$ cat src/verilog/ctseq_regs.vh
`ifndef CTSEQ_REGS_VH
`define CTSEQ_REGS_VH
// Register byte offsets on the Wishbone bus.
`define CTSEQ_CTRL_ADDR      8'h00
`define CTSEQ_PERIOD_ADDR    8'h04
`define CTSEQ_DURATION_ADDR  8'h08
`define CTSEQ_TONE_ADDR      8'h0C
`define CTSEQ_COUNT_ADDR     8'h10
`define CTSEQ_CLIP_ADDR      8'h14
`define CTSEQ_STATUS_ADDR    8'h18
`define CTSEQ_SCHED_ADDR     8'h1C
// Control register fields.
`define CTSEQ_CTRL_START     0
`define CTSEQ_CTRL_CLIP_MODE 1
`define CTSEQ_CTRL_STRAP_PRI 2
`define CTSEQ_CTRL_DAUGHTERBOARD_POWER_SELECT    3
`define CTSEQ_CTRL_SCHED_EN  4
// Status register fields.
`define CTSEQ_STAT_BUSY      0
`define CTSEQ_STAT_DONE      1
// Reset values.
`define CTSEQ_PERIOD_RST     32'h0000_0000
`define CTSEQ_DURATION_RST   32'h0000_0000
`define CTSEQ_TONE_RST       16'h0000
`define CTSEQ_COUNT_RST      16'h0000
// Timing: one second at 125 MHz, and the minute boundary.
`define CTSEQ_CLK_HZ         125000000
`define CTSEQ_SEC_SECONDS    1
`define CTSEQ_SCHED_SECONDS  60
// Identification timeout in clock cycles, used when the sender never answers.
`define CTSEQ_ID_CYCLES      32'h0000_1000
`endif

$ cat src/verilog/ctseq_top.v
// Summary of operation
// - Carrier on with audio, then silence, repeatedly.
// - Period, duration, tone, count settings drive chirps.
// - Clip mode: duration delays audio, clip sets length.
// - Begin step powers RF, then sends identification.
// - End step identifies, then shuts RF down.
// - Timer square tone, tristated when silent.
// - Push-to-talk asserted only while transmitting.
// - Primary strap: power enable removed between chirps.
// - Daughterboard flag: per-chirp separate power switch.
// - Time-of-year clock starts schedule on minute.
//
// The implementer's own choices: the Wishbone interface to the registers and the placing of the registers.
`timescale 1ns/10ps
`default_nettype none
`include "ctseq_regs.vh"
////////////////////////////////////////////////////////////////////////////////
// How a message runs.
// Software loads the period, duration, tone, count and clip registers first.
// A write of the start bit, or a schedule hit, then raises a pending request.
// The request is taken only in the idle state, so a second request made
// while a message is running waits and starts the next message afterwards.
// The begin step keys the radio and asks the identification sender to run.
// It waits for the sender's done pulse, or for the identification timeout,
// so a missing sender can never hang the sequencer for good.
// Each chirp then keys carrier and audio for the duration setting.
// In clip mode the duration is an idle carrier delay and the clip length
// gives the audio time instead.
// The period is counted from the start of each chirp; the quiet part of the
// chirp lasts until the period has run out.
// A period shorter than the active time leaves a single quiet cycle only, which the
// user must avoid; the hardware does not stretch it.
// After the configured number of chirps the end step identifies again and
// drops the radio, and the done flag is raised for software to poll.
// A count of zero runs the two identification steps with no chirp between.
// All times are given in clock cycles, so a loaded value of N means that
// the interval lasts N cycles (the tone half-period N+1); a loaded zero lasts a single cycle.
// The time-of-year seconds counter wraps every minute; the schedule fires
// on the configured second of each minute, independent of power-on order.
// The radio outputs come straight from flip-flops, so each one trails the
// state register by one clock cycle, except the timer tone, which passes through tone_lvl and trails it by two.
////////////////////////////////////////////////////////////////////////////////
module ctseq_top #(
	parameter [31:0] SEC_CYCLES = `CTSEQ_CLK_HZ / `CTSEQ_SEC_SECONDS,
	parameter [31:0] ID_CYCLES  = `CTSEQ_ID_CYCLES
) (
	// Clock and reset.
	input  wire        mclk,
	input  wire        rst_n,
	// Wishbone classic slave.
	input  wire        wb_cyc_i,
	input  wire        wb_stb_i,
	input  wire        wb_we_i,
	input  wire [7:0]  wb_adr_i,
	input  wire [3:0]  wb_sel_i,
	input  wire [31:0] wb_dat_i,
	output reg  [31:0] wb_dat_o,
	output reg         wb_ack_o,
	// Stored audio clip source.
	input  wire        clip_bit,
	output reg         clip_play,
	// Identification sender handshake.
	input  wire        ident_done,
	output reg         ident_start,
	// Radio side.
	output reg         tone_square_wave,
	output reg         tone_oe_n,
	output reg         ptt,
	output reg         transmit_power_enable,
	output reg         daughterboard_power_select
);
	localparam [6:0] S_IDLE   = 7'h01;
	localparam [6:0] S_BID    = 7'h02;
	localparam [6:0] S_DELAY  = 7'h04;
	localparam [6:0] S_ON     = 7'h08;
	localparam [6:0] S_QUIET  = 7'h10;
	localparam [6:0] S_EID    = 7'h20;
	localparam [6:0] S_FINISH = 7'h40;

	// Registers written by software, and the done flag set by the sequencer.
	reg [4:0]  ctrl;
	reg [31:0] period;
	reg [31:0] duration;
	reg [15:0] tone_half;
	reg [15:0] count;
	reg [31:0] clip_len;
	reg [5:0]  sched_sec;
	reg        done_flag;
	// Sequencer state.
	reg [6:0]  state;
	reg [31:0] timer;
	reg [31:0] phase;
	reg [15:0] loops;
	reg [15:0] tone_cnt;
	reg        tone_lvl;
	reg [31:0] sec_cnt;
	reg [5:0]  toy_sec;
	reg        start_req;

	wire wb_hit = wb_cyc_i & wb_stb_i & ~wb_ack_o;
	wire wb_wr  = wb_hit & wb_we_i & (&wb_sel_i);
	wire busy   = (state != S_IDLE);
	wire radio_on = (state == S_DELAY) | (state == S_ON);
	wire audio_on = (state == S_ON);

	function [31:0] sat_dec;
		input [31:0] v;
		begin
			sat_dec = (v == 32'h0000_0000) ? 32'h0000_0000 : v - 32'h0000_0001;
		end
	endfunction

	////////////////////////////////////////////////////////////////////////////
	// Bus slave; partial-byte writes are ignored, unmapped reads return zero.
	always @(posedge mclk or negedge rst_n) begin
		if (!rst_n) begin
			wb_ack_o  <= 1'b0;
			wb_dat_o  <= 32'h0000_0000;
			ctrl      <= 5'h00;
			period    <= `CTSEQ_PERIOD_RST;
			duration  <= `CTSEQ_DURATION_RST;
			tone_half <= `CTSEQ_TONE_RST;
			count     <= `CTSEQ_COUNT_RST;
			clip_len  <= 32'h0000_0000;
			sched_sec <= 6'h00;
		end else begin
			wb_ack_o <= wb_hit;
			ctrl[`CTSEQ_CTRL_START] <= 1'b0;
			if (wb_wr) begin
				case (wb_adr_i)
					`CTSEQ_CTRL_ADDR:     ctrl      <= wb_dat_i[4:0];
					`CTSEQ_PERIOD_ADDR:   period    <= wb_dat_i;
					`CTSEQ_DURATION_ADDR: duration  <= wb_dat_i;
					`CTSEQ_TONE_ADDR:     tone_half <= wb_dat_i[15:0];
					`CTSEQ_COUNT_ADDR:    count     <= wb_dat_i[15:0];
					`CTSEQ_CLIP_ADDR:     clip_len  <= wb_dat_i;
					`CTSEQ_SCHED_ADDR:    sched_sec <= wb_dat_i[5:0];
					default: ;
				endcase
			end
			case (wb_adr_i)
				`CTSEQ_CTRL_ADDR:     wb_dat_o <= {27'h0, ctrl};
				`CTSEQ_PERIOD_ADDR:   wb_dat_o <= period;
				`CTSEQ_DURATION_ADDR: wb_dat_o <= duration;
				`CTSEQ_TONE_ADDR:     wb_dat_o <= {16'h0, tone_half};
				`CTSEQ_COUNT_ADDR:    wb_dat_o <= {16'h0, count};
				`CTSEQ_CLIP_ADDR:     wb_dat_o <= clip_len;
				`CTSEQ_STATUS_ADDR:   wb_dat_o <= {loops, 8'h0, toy_sec[5:0], done_flag, busy};
				`CTSEQ_SCHED_ADDR:    wb_dat_o <= {26'h0, sched_sec};
				default:              wb_dat_o <= 32'h0000_0000;
			endcase
		end
	end

	////////////////////////////////////////////////////////////////////////////
	// Time-of-year seconds; a schedule fires on the configured second each minute.
	always @(posedge mclk or negedge rst_n) begin
		if (!rst_n) begin
			sec_cnt   <= 32'h0000_0000;
			toy_sec   <= 6'h00;
			start_req <= 1'b0;
		end else begin
			// The idle sequencer takes a pending request on this edge.
			// The clear comes first so a set in the same cycle wins over it.
			if (state == S_IDLE && start_req)
				start_req <= 1'b0;
			if (sec_cnt >= SEC_CYCLES - 32'h0000_0001) begin
				sec_cnt <= 32'h0000_0000;
				toy_sec <= (toy_sec == 6'd59) ? 6'h00 : toy_sec + 6'h01;
				if (ctrl[`CTSEQ_CTRL_SCHED_EN] &&
				    ((toy_sec == 6'd59) ? 6'h00 : toy_sec + 6'h01) == sched_sec)
					start_req <= 1'b1;
			end else begin
				sec_cnt <= sec_cnt + 32'h0000_0001;
			end
			// A request made while busy waits for the idle state.
			if (ctrl[`CTSEQ_CTRL_START])
				start_req <= 1'b1;
		end
	end

	////////////////////////////////////////////////////////////////////////////
	// Step sequencer: begin identification, chirp loops, end identification.
	// Software must bound count and period so identification recurs in time.
	always @(posedge mclk or negedge rst_n) begin
		if (!rst_n) begin
			state       <= S_IDLE;
			timer       <= 32'h0000_0000;
			phase       <= 32'h0000_0000;
			loops       <= 16'h0000;
			ident_start <= 1'b0;
			done_flag   <= 1'b0;
		end else begin
			ident_start <= 1'b0;
			timer <= sat_dec(timer);
			phase <= sat_dec(phase);
			case (state)
				S_IDLE: begin
					if (start_req) begin
						state       <= S_BID;
						ident_start <= 1'b1;
						loops       <= 16'h0000;
						done_flag   <= 1'b0;
						timer       <= ID_CYCLES;
					end
				end
				S_BID: begin
					if (ident_done || timer == 32'h0000_0000) begin
						if (count == 16'h0000) begin
							state       <= S_EID;
							ident_start <= 1'b1;
							timer       <= ID_CYCLES;
						end else begin
							// Timers count down to zero inclusive, hence one less.
							state <= ctrl[`CTSEQ_CTRL_CLIP_MODE] ? S_DELAY : S_ON;
							phase <= sat_dec(period);
							timer <= sat_dec(duration);
						end
					end
				end
				S_DELAY: begin
					if (timer == 32'h0000_0000) begin
						state <= S_ON;
						timer <= sat_dec(clip_len);
					end
				end
				S_ON: begin
					if (timer == 32'h0000_0000)
						state <= S_QUIET;
				end
				S_QUIET: begin
					if (phase == 32'h0000_0000) begin
						if (loops + 16'h0001 >= count) begin
							state       <= S_EID;
							ident_start <= 1'b1;
							timer       <= ID_CYCLES;
						end else begin
							state <= ctrl[`CTSEQ_CTRL_CLIP_MODE] ? S_DELAY : S_ON;
							phase <= sat_dec(period);
							timer <= sat_dec(duration);
						end
						loops <= loops + 16'h0001;
					end
				end
				S_EID: begin
					if (ident_done || timer == 32'h0000_0000)
						state <= S_FINISH;
				end
				S_FINISH: begin
					state     <= S_IDLE;
					done_flag <= 1'b1;
				end
				default: state <= S_IDLE;
			endcase
		end
	end

	////////////////////////////////////////////////////////////////////////////
	// Tone generator and radio pins; all registered so outputs come off flops.
	always @(posedge mclk or negedge rst_n) begin
		if (!rst_n) begin
			tone_cnt                   <= 16'h0000;
			tone_lvl                   <= 1'b0;
			tone_square_wave           <= 1'b0;
			tone_oe_n                  <= 1'b1;
			ptt                        <= 1'b0;
			transmit_power_enable      <= 1'b0;
			daughterboard_power_select <= 1'b0;
			clip_play                  <= 1'b0;
		end else begin
			if (!audio_on || tone_cnt == 16'h0000) begin
				tone_cnt <= tone_half;
				tone_lvl <= audio_on & ~tone_lvl;
			end else begin
				tone_cnt <= tone_cnt - 16'h0001;
			end
			if (ctrl[`CTSEQ_CTRL_CLIP_MODE]) begin
				tone_square_wave <= clip_bit;
				clip_play        <= audio_on;
			end else begin
				tone_square_wave <= tone_lvl;
				clip_play        <= 1'b0;
			end
			// Identification also needs the radio keyed, so begin and end count.
			tone_oe_n <= ~audio_on;
			ptt <= radio_on | (state == S_BID) | (state == S_EID);
			// Primary strap drops power between chirps; otherwise it holds for the message.
			transmit_power_enable <= ctrl[`CTSEQ_CTRL_STRAP_PRI] ?
				(radio_on | state == S_BID | state == S_EID) : busy;
			daughterboard_power_select <= ctrl[`CTSEQ_CTRL_DAUGHTERBOARD_POWER_SELECT] & radio_on;
		end
	end
endmodule // ctseq_top
`default_nettype wire

$ cat config.mk
export PLATFORM = sky130hd
export DESIGN_NAME = ctseq_top
export DESIGN_NICKNAME = d
export VERILOG_FILES = /design/src/verilog/ctseq_top.v
export VERILOG_INCLUDE_DIRS = /design/src /design/src/verilog
export SDC_FILE = /design/constraint.sdc
export NUM_CORES = 1
export LEC_CHECK = 0
export ABC_AREA = 1
export BUFFER_PORTS_ARGS = -buffer_cell sky130_fd_sc_hd__buf_2
export CAP_MARGIN = 20
export CORE_ASPECT_RATIO = 2
export CORE_MARGIN = 3
export CORE_UTILIZATION = 60
export DETAILED_ROUTE_END_ITERATION = 12
export GPL_TIMING_DRIVEN = 0
export PLACE_DENSITY_LB_ADDON = 0.12
export SLEW_MARGIN = 20
export SYNTH_ARGS = -nofsm -noshare
export SYNTH_HDL_FRONTEND = slang
export SYNTH_SLANG_ARGS = --single-unit
$ cat constraint.sdc
create_clock -name mclk -period 8.82 [get_ports mclk]
set_clock_uncertainty 0.1 [all_clocks]
set_input_delay 0.882 -clock mclk [delete_from_list [all_inputs] [get_ports mclk]]
set_output_delay 0.882 -clock mclk [all_outputs]
set_load 0.01 [all_outputs]
==> results of run 1 <==
layout make-up:
type	instances	area share, %
Clock inverter	20	1.292
Timing Repair Buffer	93	2.561
Multi-Input combinational cell	1942	45.29
Inverter	297	5.257
Clock buffer	33	3.587
Tap cell	418	2.466
Antenna cell	1	0.01180
Buffer	64	1.404
Sequential cell	323	38.13
routing by layer:
layer,global-route usage (%),up-vias,wire (microns)
li1,-,8712,-
met3,8.100,383,5679
met2,73.54,1065,35730
met1,42.25,8848,22850
met4,43.43,0,9584
met5,0,-,0
synthesized netlist by cell type, drive strengths merged, types with 3 or more instances:
| library cell | n | area [sq um] |
|---|---|---|
| o21bai | 3 | 22.52 |
| nor4 | 9 | 77.57 |
| a21oi | 29 | 145.1 |
| dfrtp | 321 | 8033 |
| o2111ai | 10 | 87.58 |
| nand3 | 221 | 1126 |
| nand2 | 663 | 2516 |
| xor2 | 132 | 1156 |
| nor3b | 5 | 37.54 |
| ha | 27 | 337.8 |
| or2 | 11 | 68.82 |
| inv | 295 | 1107 |
| nand4 | 60 | 381.6 |
| clkbuf | 44 | 165.2 |
| o21ai | 233 | 1177 |
| nor2 | 404 | 1569 |
| xnor2 | 27 | 236.5 |
| o211ai | 9 | 67.56 |
| buf | 20 | 132.6 |
| a31oi | 4 | 25.02 |
| nor3 | 44 | 235.2 |
| o22ai | 27 | 168.9 |
| o221ai | 5 | 43.79 |
| nand3b | 6 | 45.04 |
power by group:
group | internal, mW | switching (mW)
clock | 0.799 | 0.604
combinational | 0.107 | 0.215
sequential | 1.53 | 0.0466
final timing paths:
check	startpoint	end	slack, ps	cells past startpoint
max in group asynchronous	rst_n	sec_cnt[13]	7310	3
min reg2reg	wb_ack_o	wb_ack_o	340	1
min in group mclk	wb_ack_o	wb_ack_o	340	1
max reg2reg	loops[0]	phase[30]	4990	17
max	loops[0]	phase[30]	4990	17
min	rst_n	phase[27]	120	1
cells by family (layout without fill, tap and decap cells):
group                    count (synthesis)  in the layout  synth area share (%)
AO/OA/AOI/OAI                          325            325                 9.322
other                                    1              6               0.01965
adder cells (fa/ha/maj)                 27             27                 1.770
buffers and inverters                  361            507                 7.401
flip-flops                             323            323                 42.36
AND/OR/NAND/NOR                       1426           1426                 31.83
XOR/XNOR                               159            159                 7.296
flip-flops by register name, indices dropped and copies added (netlist names), 5 cells and up:
register,flops
clip_len,32
duration,32
period,32
phase,32
sec_cnt,32
timer,32
wb_dat_o,32
count,16
loops,16
tone_cnt,16
tone_half,16
state,7
sched_sec,6
toy_sec,6
ctrl,5
critical path, delay by kind of cell (launching register included):
family,cells,cell delay [ps]
compound gates,4,830
xor+xnor,1,250
fa+ha+maj,2,500
buf+inv,1,200
flops,1,430
simple gates,9,1420
through the flow:
stage                     hold WS, ps  setup WS [ps]  utilization (%)
final                           117.9           4990            68.22
after global routing            165.9           4842            68.21
after CTS                       147.4           5099            68.21
after detailed placement        326.1           5151            64.88
after global placement          327.7          933.0            64.59
after floorplan                 324.5           5981                -
==> run metrics, run 1 <==
status finished, final reports clean; Final Power around 3.3 mW; Detailed Route Iter0 Violations 1,643; sequential fraction of the synthesis area approximately 42%; CP peak stage delay ~430 ps; TritonCTS Buffers 29; Port Buffers 90; CTS max path bufs 3; post-synthesis cell type count 50; Cells after Synth approximately 2,600; share of cells above drive strength 1 roughly 7.9%; CP most frequent cell nand2_1; clk sinks between 300 and 400; Worst path slowest cell dfrtp_1; Min Clock Period, post-route between 3000 and 4000 ps; most common cell after layout, fill and taps aside nand2_1; Slew HR between 20% and 30%; Detail Route Antenna Nets 0; Starting Density around 61%; synthesized area approximately 0.019 sq mm; EDFF count, synth 0; fill count between 2,000 and 3,000; hold bufs inserted after CTS 0; maximum vdd drop about 230 uV; Core ar. slightly above 0.03 sq mm; CTS tree built; Top FF cell, synth dfrtp_1; WL final 73,850 microns; CTS clk-pin slew, worst paths approximately 70 ps; Placer Congestion between 1 and 1.5; grt ovf 0; RSZ-0062 raised after global routing no; min-delay worst type input port to asynchronous set/reset pin; post-CTS setup repair buffer count 0; TritonRoute pass-1 iters 6; vias in the first global route 19,010; largest net degree at the start of global routing between 100 and 150; Yosys Warn Count 0; Avg Synthesized Cell Area between 7 and 8 sq um; IO Count between 90 and 100; worst path cell trace ha_1, nand2_1, nor2_1, nand3_1, nor2_1, nand2_1, nor2_1, xor2_1, ha_1, nand2_1, o21ai_0, a21oi_1, nand2_1, o21ai_4, buf_6, nand3_1, o21ai_1; Setup TNS Final 0 ps; sequential cell area about 0.0081 sq mm; Tcrit/Tclk final 43.42%; DRC 0; height of the die ~260 microns; Synth async-reset ratio 100.0%; CTS resizes 0; critical path startpoint category register; clk_lat worst skew between 500 and 600 ps; DP Area ~0.020 sq mm; die footprint roughly 0.034 sq mm; Power Dens Cells between 150 and 200 mW/mm^2; Worst-Margin Slew about 1200 ps; Max Fclk 0.2611 GHz; WL/cell 23.14 microns; Synth Register Bits about 320; Placed Cells incl. Taps 3,137; final net count 2,828; initial antenna violation count 0; chip width about 130 microns; CP endpoint kind register; Final Non-Filler Cells between 3,000 and 4,000; footprint of the multi-input gates between 0.009 and 0.01 sq mm; GRT Total Usage 43.02%; static leakage 10.46 nW; Site Rows slightly above 90; Area Overhead vs Synth 11.10%; drt via density around 6; Req. time, crit path 9210 ps; first-pass GRT wire length around 110,000 microns; Crit Path Category register to register; CP Max Fanout 10; Via Count 19,010; Clock Tree Root clkbuf_16; design area 0.02121 sq mm; H-tree levels 1; Finish-stage setup viols 0; final hold vios 0; Max Cap Viol 0; commonest non-fill, non-tap cells in the layout nand2_1, nor2_1, dfrtp_1; HPWL after detailed placement between 50,000 and 60,000 microns; max-slew violation count 0; Critical Path AT approximately 4200 ps
No activity file was read; power rests on OpenSTA's default activity.
==> inputs of run 2 (changes only) <==
Settings changed: ABC_AREA 1 to 0.
Clock period 8.82 ns to 3.57 ns, I/O delays scaled along.
==> run metrics, run 2 <==
Via Count 14,460 (-24%); Synth async-reset ratio 100.0% (unchanged); Detail Route Antenna Nets 0 (unchanged); DRC 0 (unchanged); Detailed Route Iter0 Violations 1,207 (-27%); Min Clock Period, post-route 3471 ps (-359.0 ps); WL/cell 24.98 microns (+7.9%); Site Rows 87 (-4.4%); Worst-Margin Slew 1115 ps (-41.43 ps); clk sinks 323 (unchanged); post-synthesis cell type count 66 (+32%); GRT Total Usage 35.48% (-7.5 points); H-tree levels 1 (unchanged); WL final 55,350 microns (-25%); min-delay worst type input port to register; vias in the first global route 14,820 (-22%); most frequent cells after synthesis dfrtp_1, nor2_1, nand2_1; CTS clk-pin slew, worst paths 70 ps (about the same); CP Max Fanout 10 (unchanged); clk_lat worst skew 590 ps (about the same); CTS tree built; static leakage 9.103 nW (-13%); share of cells above drive strength 1 19.78% (+12 points); Power Dens Cells 430.0 mW/mm^2 (+180%); largest net degree at the start of global routing 100 (-3.8%); register share of total power 47.8% (about the same); critical path startpoint category register; Setup TNS Final 0 ps (unchanged); HPWL after detailed placement 41,150 microns (-29%); Synth Register Bits 323 (unchanged); max-slew violation count 0 (unchanged); drt via density 6.526 (+9.6%); status finished, final reports clean; CTS max path bufs 3 (unchanged); top-count cell post-synth dfrtp_1; Area Overhead vs Synth 15.24%; final hold vios 0 (unchanged); Area contributors post-synth dfrtp_1, mux2_2, xnor2_1; Req. time, crit path 3940 ps (-5270 ps); most common cell after layout, fill and taps aside dfrtp_1; Starting Density 61.11% (-0.30 points); height of the die 246.1 microns (-4.7%); Slew HR 24.95% (+2.9 points); Cells after Synth 1,672 (-36%); TritonCTS Buffers 30 (+3.4%); CP endpoint kind register; top cell type's share of synthesized area 46.45% (+4.4 points); initial antenna violation count 0 (unchanged); Top FF cell, synth dfrtp_1; antenna diode count 0 (-1); leading area contributor after synthesis dfrtp_1; Port Buffers 89 (-1.1%); Core ar. 0.02830 sq mm (-8.9%); Tcrit/Tclk final 97.22% (+54 points); grt ovf 0 (unchanged); commonest non-fill, non-tap cells in the layout dfrtp_1, nor2_1, nand2_1; internal power 6.361 mW (+160%); Finish-stage setup viols 0 (unchanged); IO Count 91 (unchanged); power share of the combinational group 10.0% (+0.2 points); Avg Synthesized Cell Area 10.34 sq um (+42%); final core area utilization 70.42% (+2.2 points); Critical Path AT 3840 ps (-380 ps); first-pass GRT wire length 84,610 microns (-23%); TritonRoute pass-1 iters 11 (+5); sequential fraction of the synthesis area 46.75% (+4.4 points); Clk pwr share 42.2% (-0.3 points); final net count 1,914 (-32%); sw power 2.208 mW (+160%); Placer Congestion 0.9907 (-7.8%); Crit Path Category register to register; Sw Share 25.77% (-0.47 points); maximum vdd drop 388.4 uV (+68%); Max Cap Viol 0 (unchanged); Max Fclk 0.2881 GHz (+10%); Clock Tree Root clkbuf_16; synthesized area 0.01729 sq mm (-9.4%); chip width 126.1 microns (-4.6%); die footprint 0.03102 sq mm (-9.1%); Yosys Warn Count 0 (unchanged); EDFF count, synth 0 (unchanged)
-- run 2: logic make-up after synthesis --
logic type,count (synthesis),share of synthesized area (%)
flops,323,46.75
fa+ha+maj,27,1.953
other cells,1,0.02168
simple gates,599,17.54
buf+inv,105,2.460
xor+xnor,201,10.18
compound gates,292,13.04
mux,124,8.052
-- run 2: per-layer routing --
metal	wire length (microns)	track usage, %	vias to the layer above
met5	0	0	-
met4	5193	26.44	0
met3	2955	3.493	227
met2	27990	62.14	622
met1	19220	39.51	7159
li1	-	-	6453
-- run 2: worst max-delay path, stage by stage, from the launching register on --
cell and delay (ps):
dfrtp_2 440, ha_2 260, nand3_2 150, nor2_2 200
xor2_1 250, ha_1 270, and2_1 160, a221oi_1 270
o21ai_1 210, a211oi_4 300, buf_4 180, o21ai_1 100
clkbuf_4 240, o22ai_1 230
-- run 2: path summary, 6_finish.rpt --
kind                                   start          to  slack [ps]  cells after the start
worst min-delay path            wb_dat_i[13]   count[13]          40                      3
worst max-delay path                loops[1]   timer[22]         100                     13
worst min register to register    sec_cnt[0]  sec_cnt[0]         400                      1
worst max register to register      loops[1]   timer[22]         100                     13
min in group asynchronous              rst_n   timer[29]         150                      2
max in group asynchronous              rst_n  toy_sec[1]        1930                      4
-- run 2: layout make-up --
class	count	area [sq um]
tap	356	445.4
multi-input combinational	1248	8971
buffer	65	296.5
timing repair buffer	128	855.8
fill	2177	8372
inverter	40	150.1
sequential	323	8097
clock inverter	20	290.3
clock buffer	36	824.5
-- run 2: power by group through the flow --
stage / registers, mW / logic, mW / clock network, mW
final: 4.10 / 0.857 / 3.61
after global routing: 4.12 / 0.952 / 3.81
after CTS: 4.09 / 0.853 / 3.66
after detailed placement: 4.16 / 0.828 / 0
after global placement: 4.15 / 0.794 / 0
after floorplan: 4.09 / 0.561 / 0
-- run 2: timing repair --
item,in CTS,in global routing
hold endpoints to repair,95,0
buffers inserted,3,9
hold buffers,21,0
endpoints found under the setup margin,68,106
gates resized for setup,16,29
pin swaps,2,4
-- run 2: stage by stage --
stage | cells | instance area, sq um | power [mW] | setup WS, ps | hold slack [ps]
global placement | 2121 | 18200 | 4.943 | -4005 | 328.9
detailed placement | 2126 | 18320 | 4.984 | -580.6 | 173.9
finish | 2216 | 19930 | 8.569 | 99.23 | 41.79
CTS | 2206 | 19730 | 8.603 | -29.23 | 21.02
floorplan | 1676 | 17310 | 4.649 | 269.8 | -38.59
global route | 2216 | 19930 | 8.880 | -9.709 | 38.25
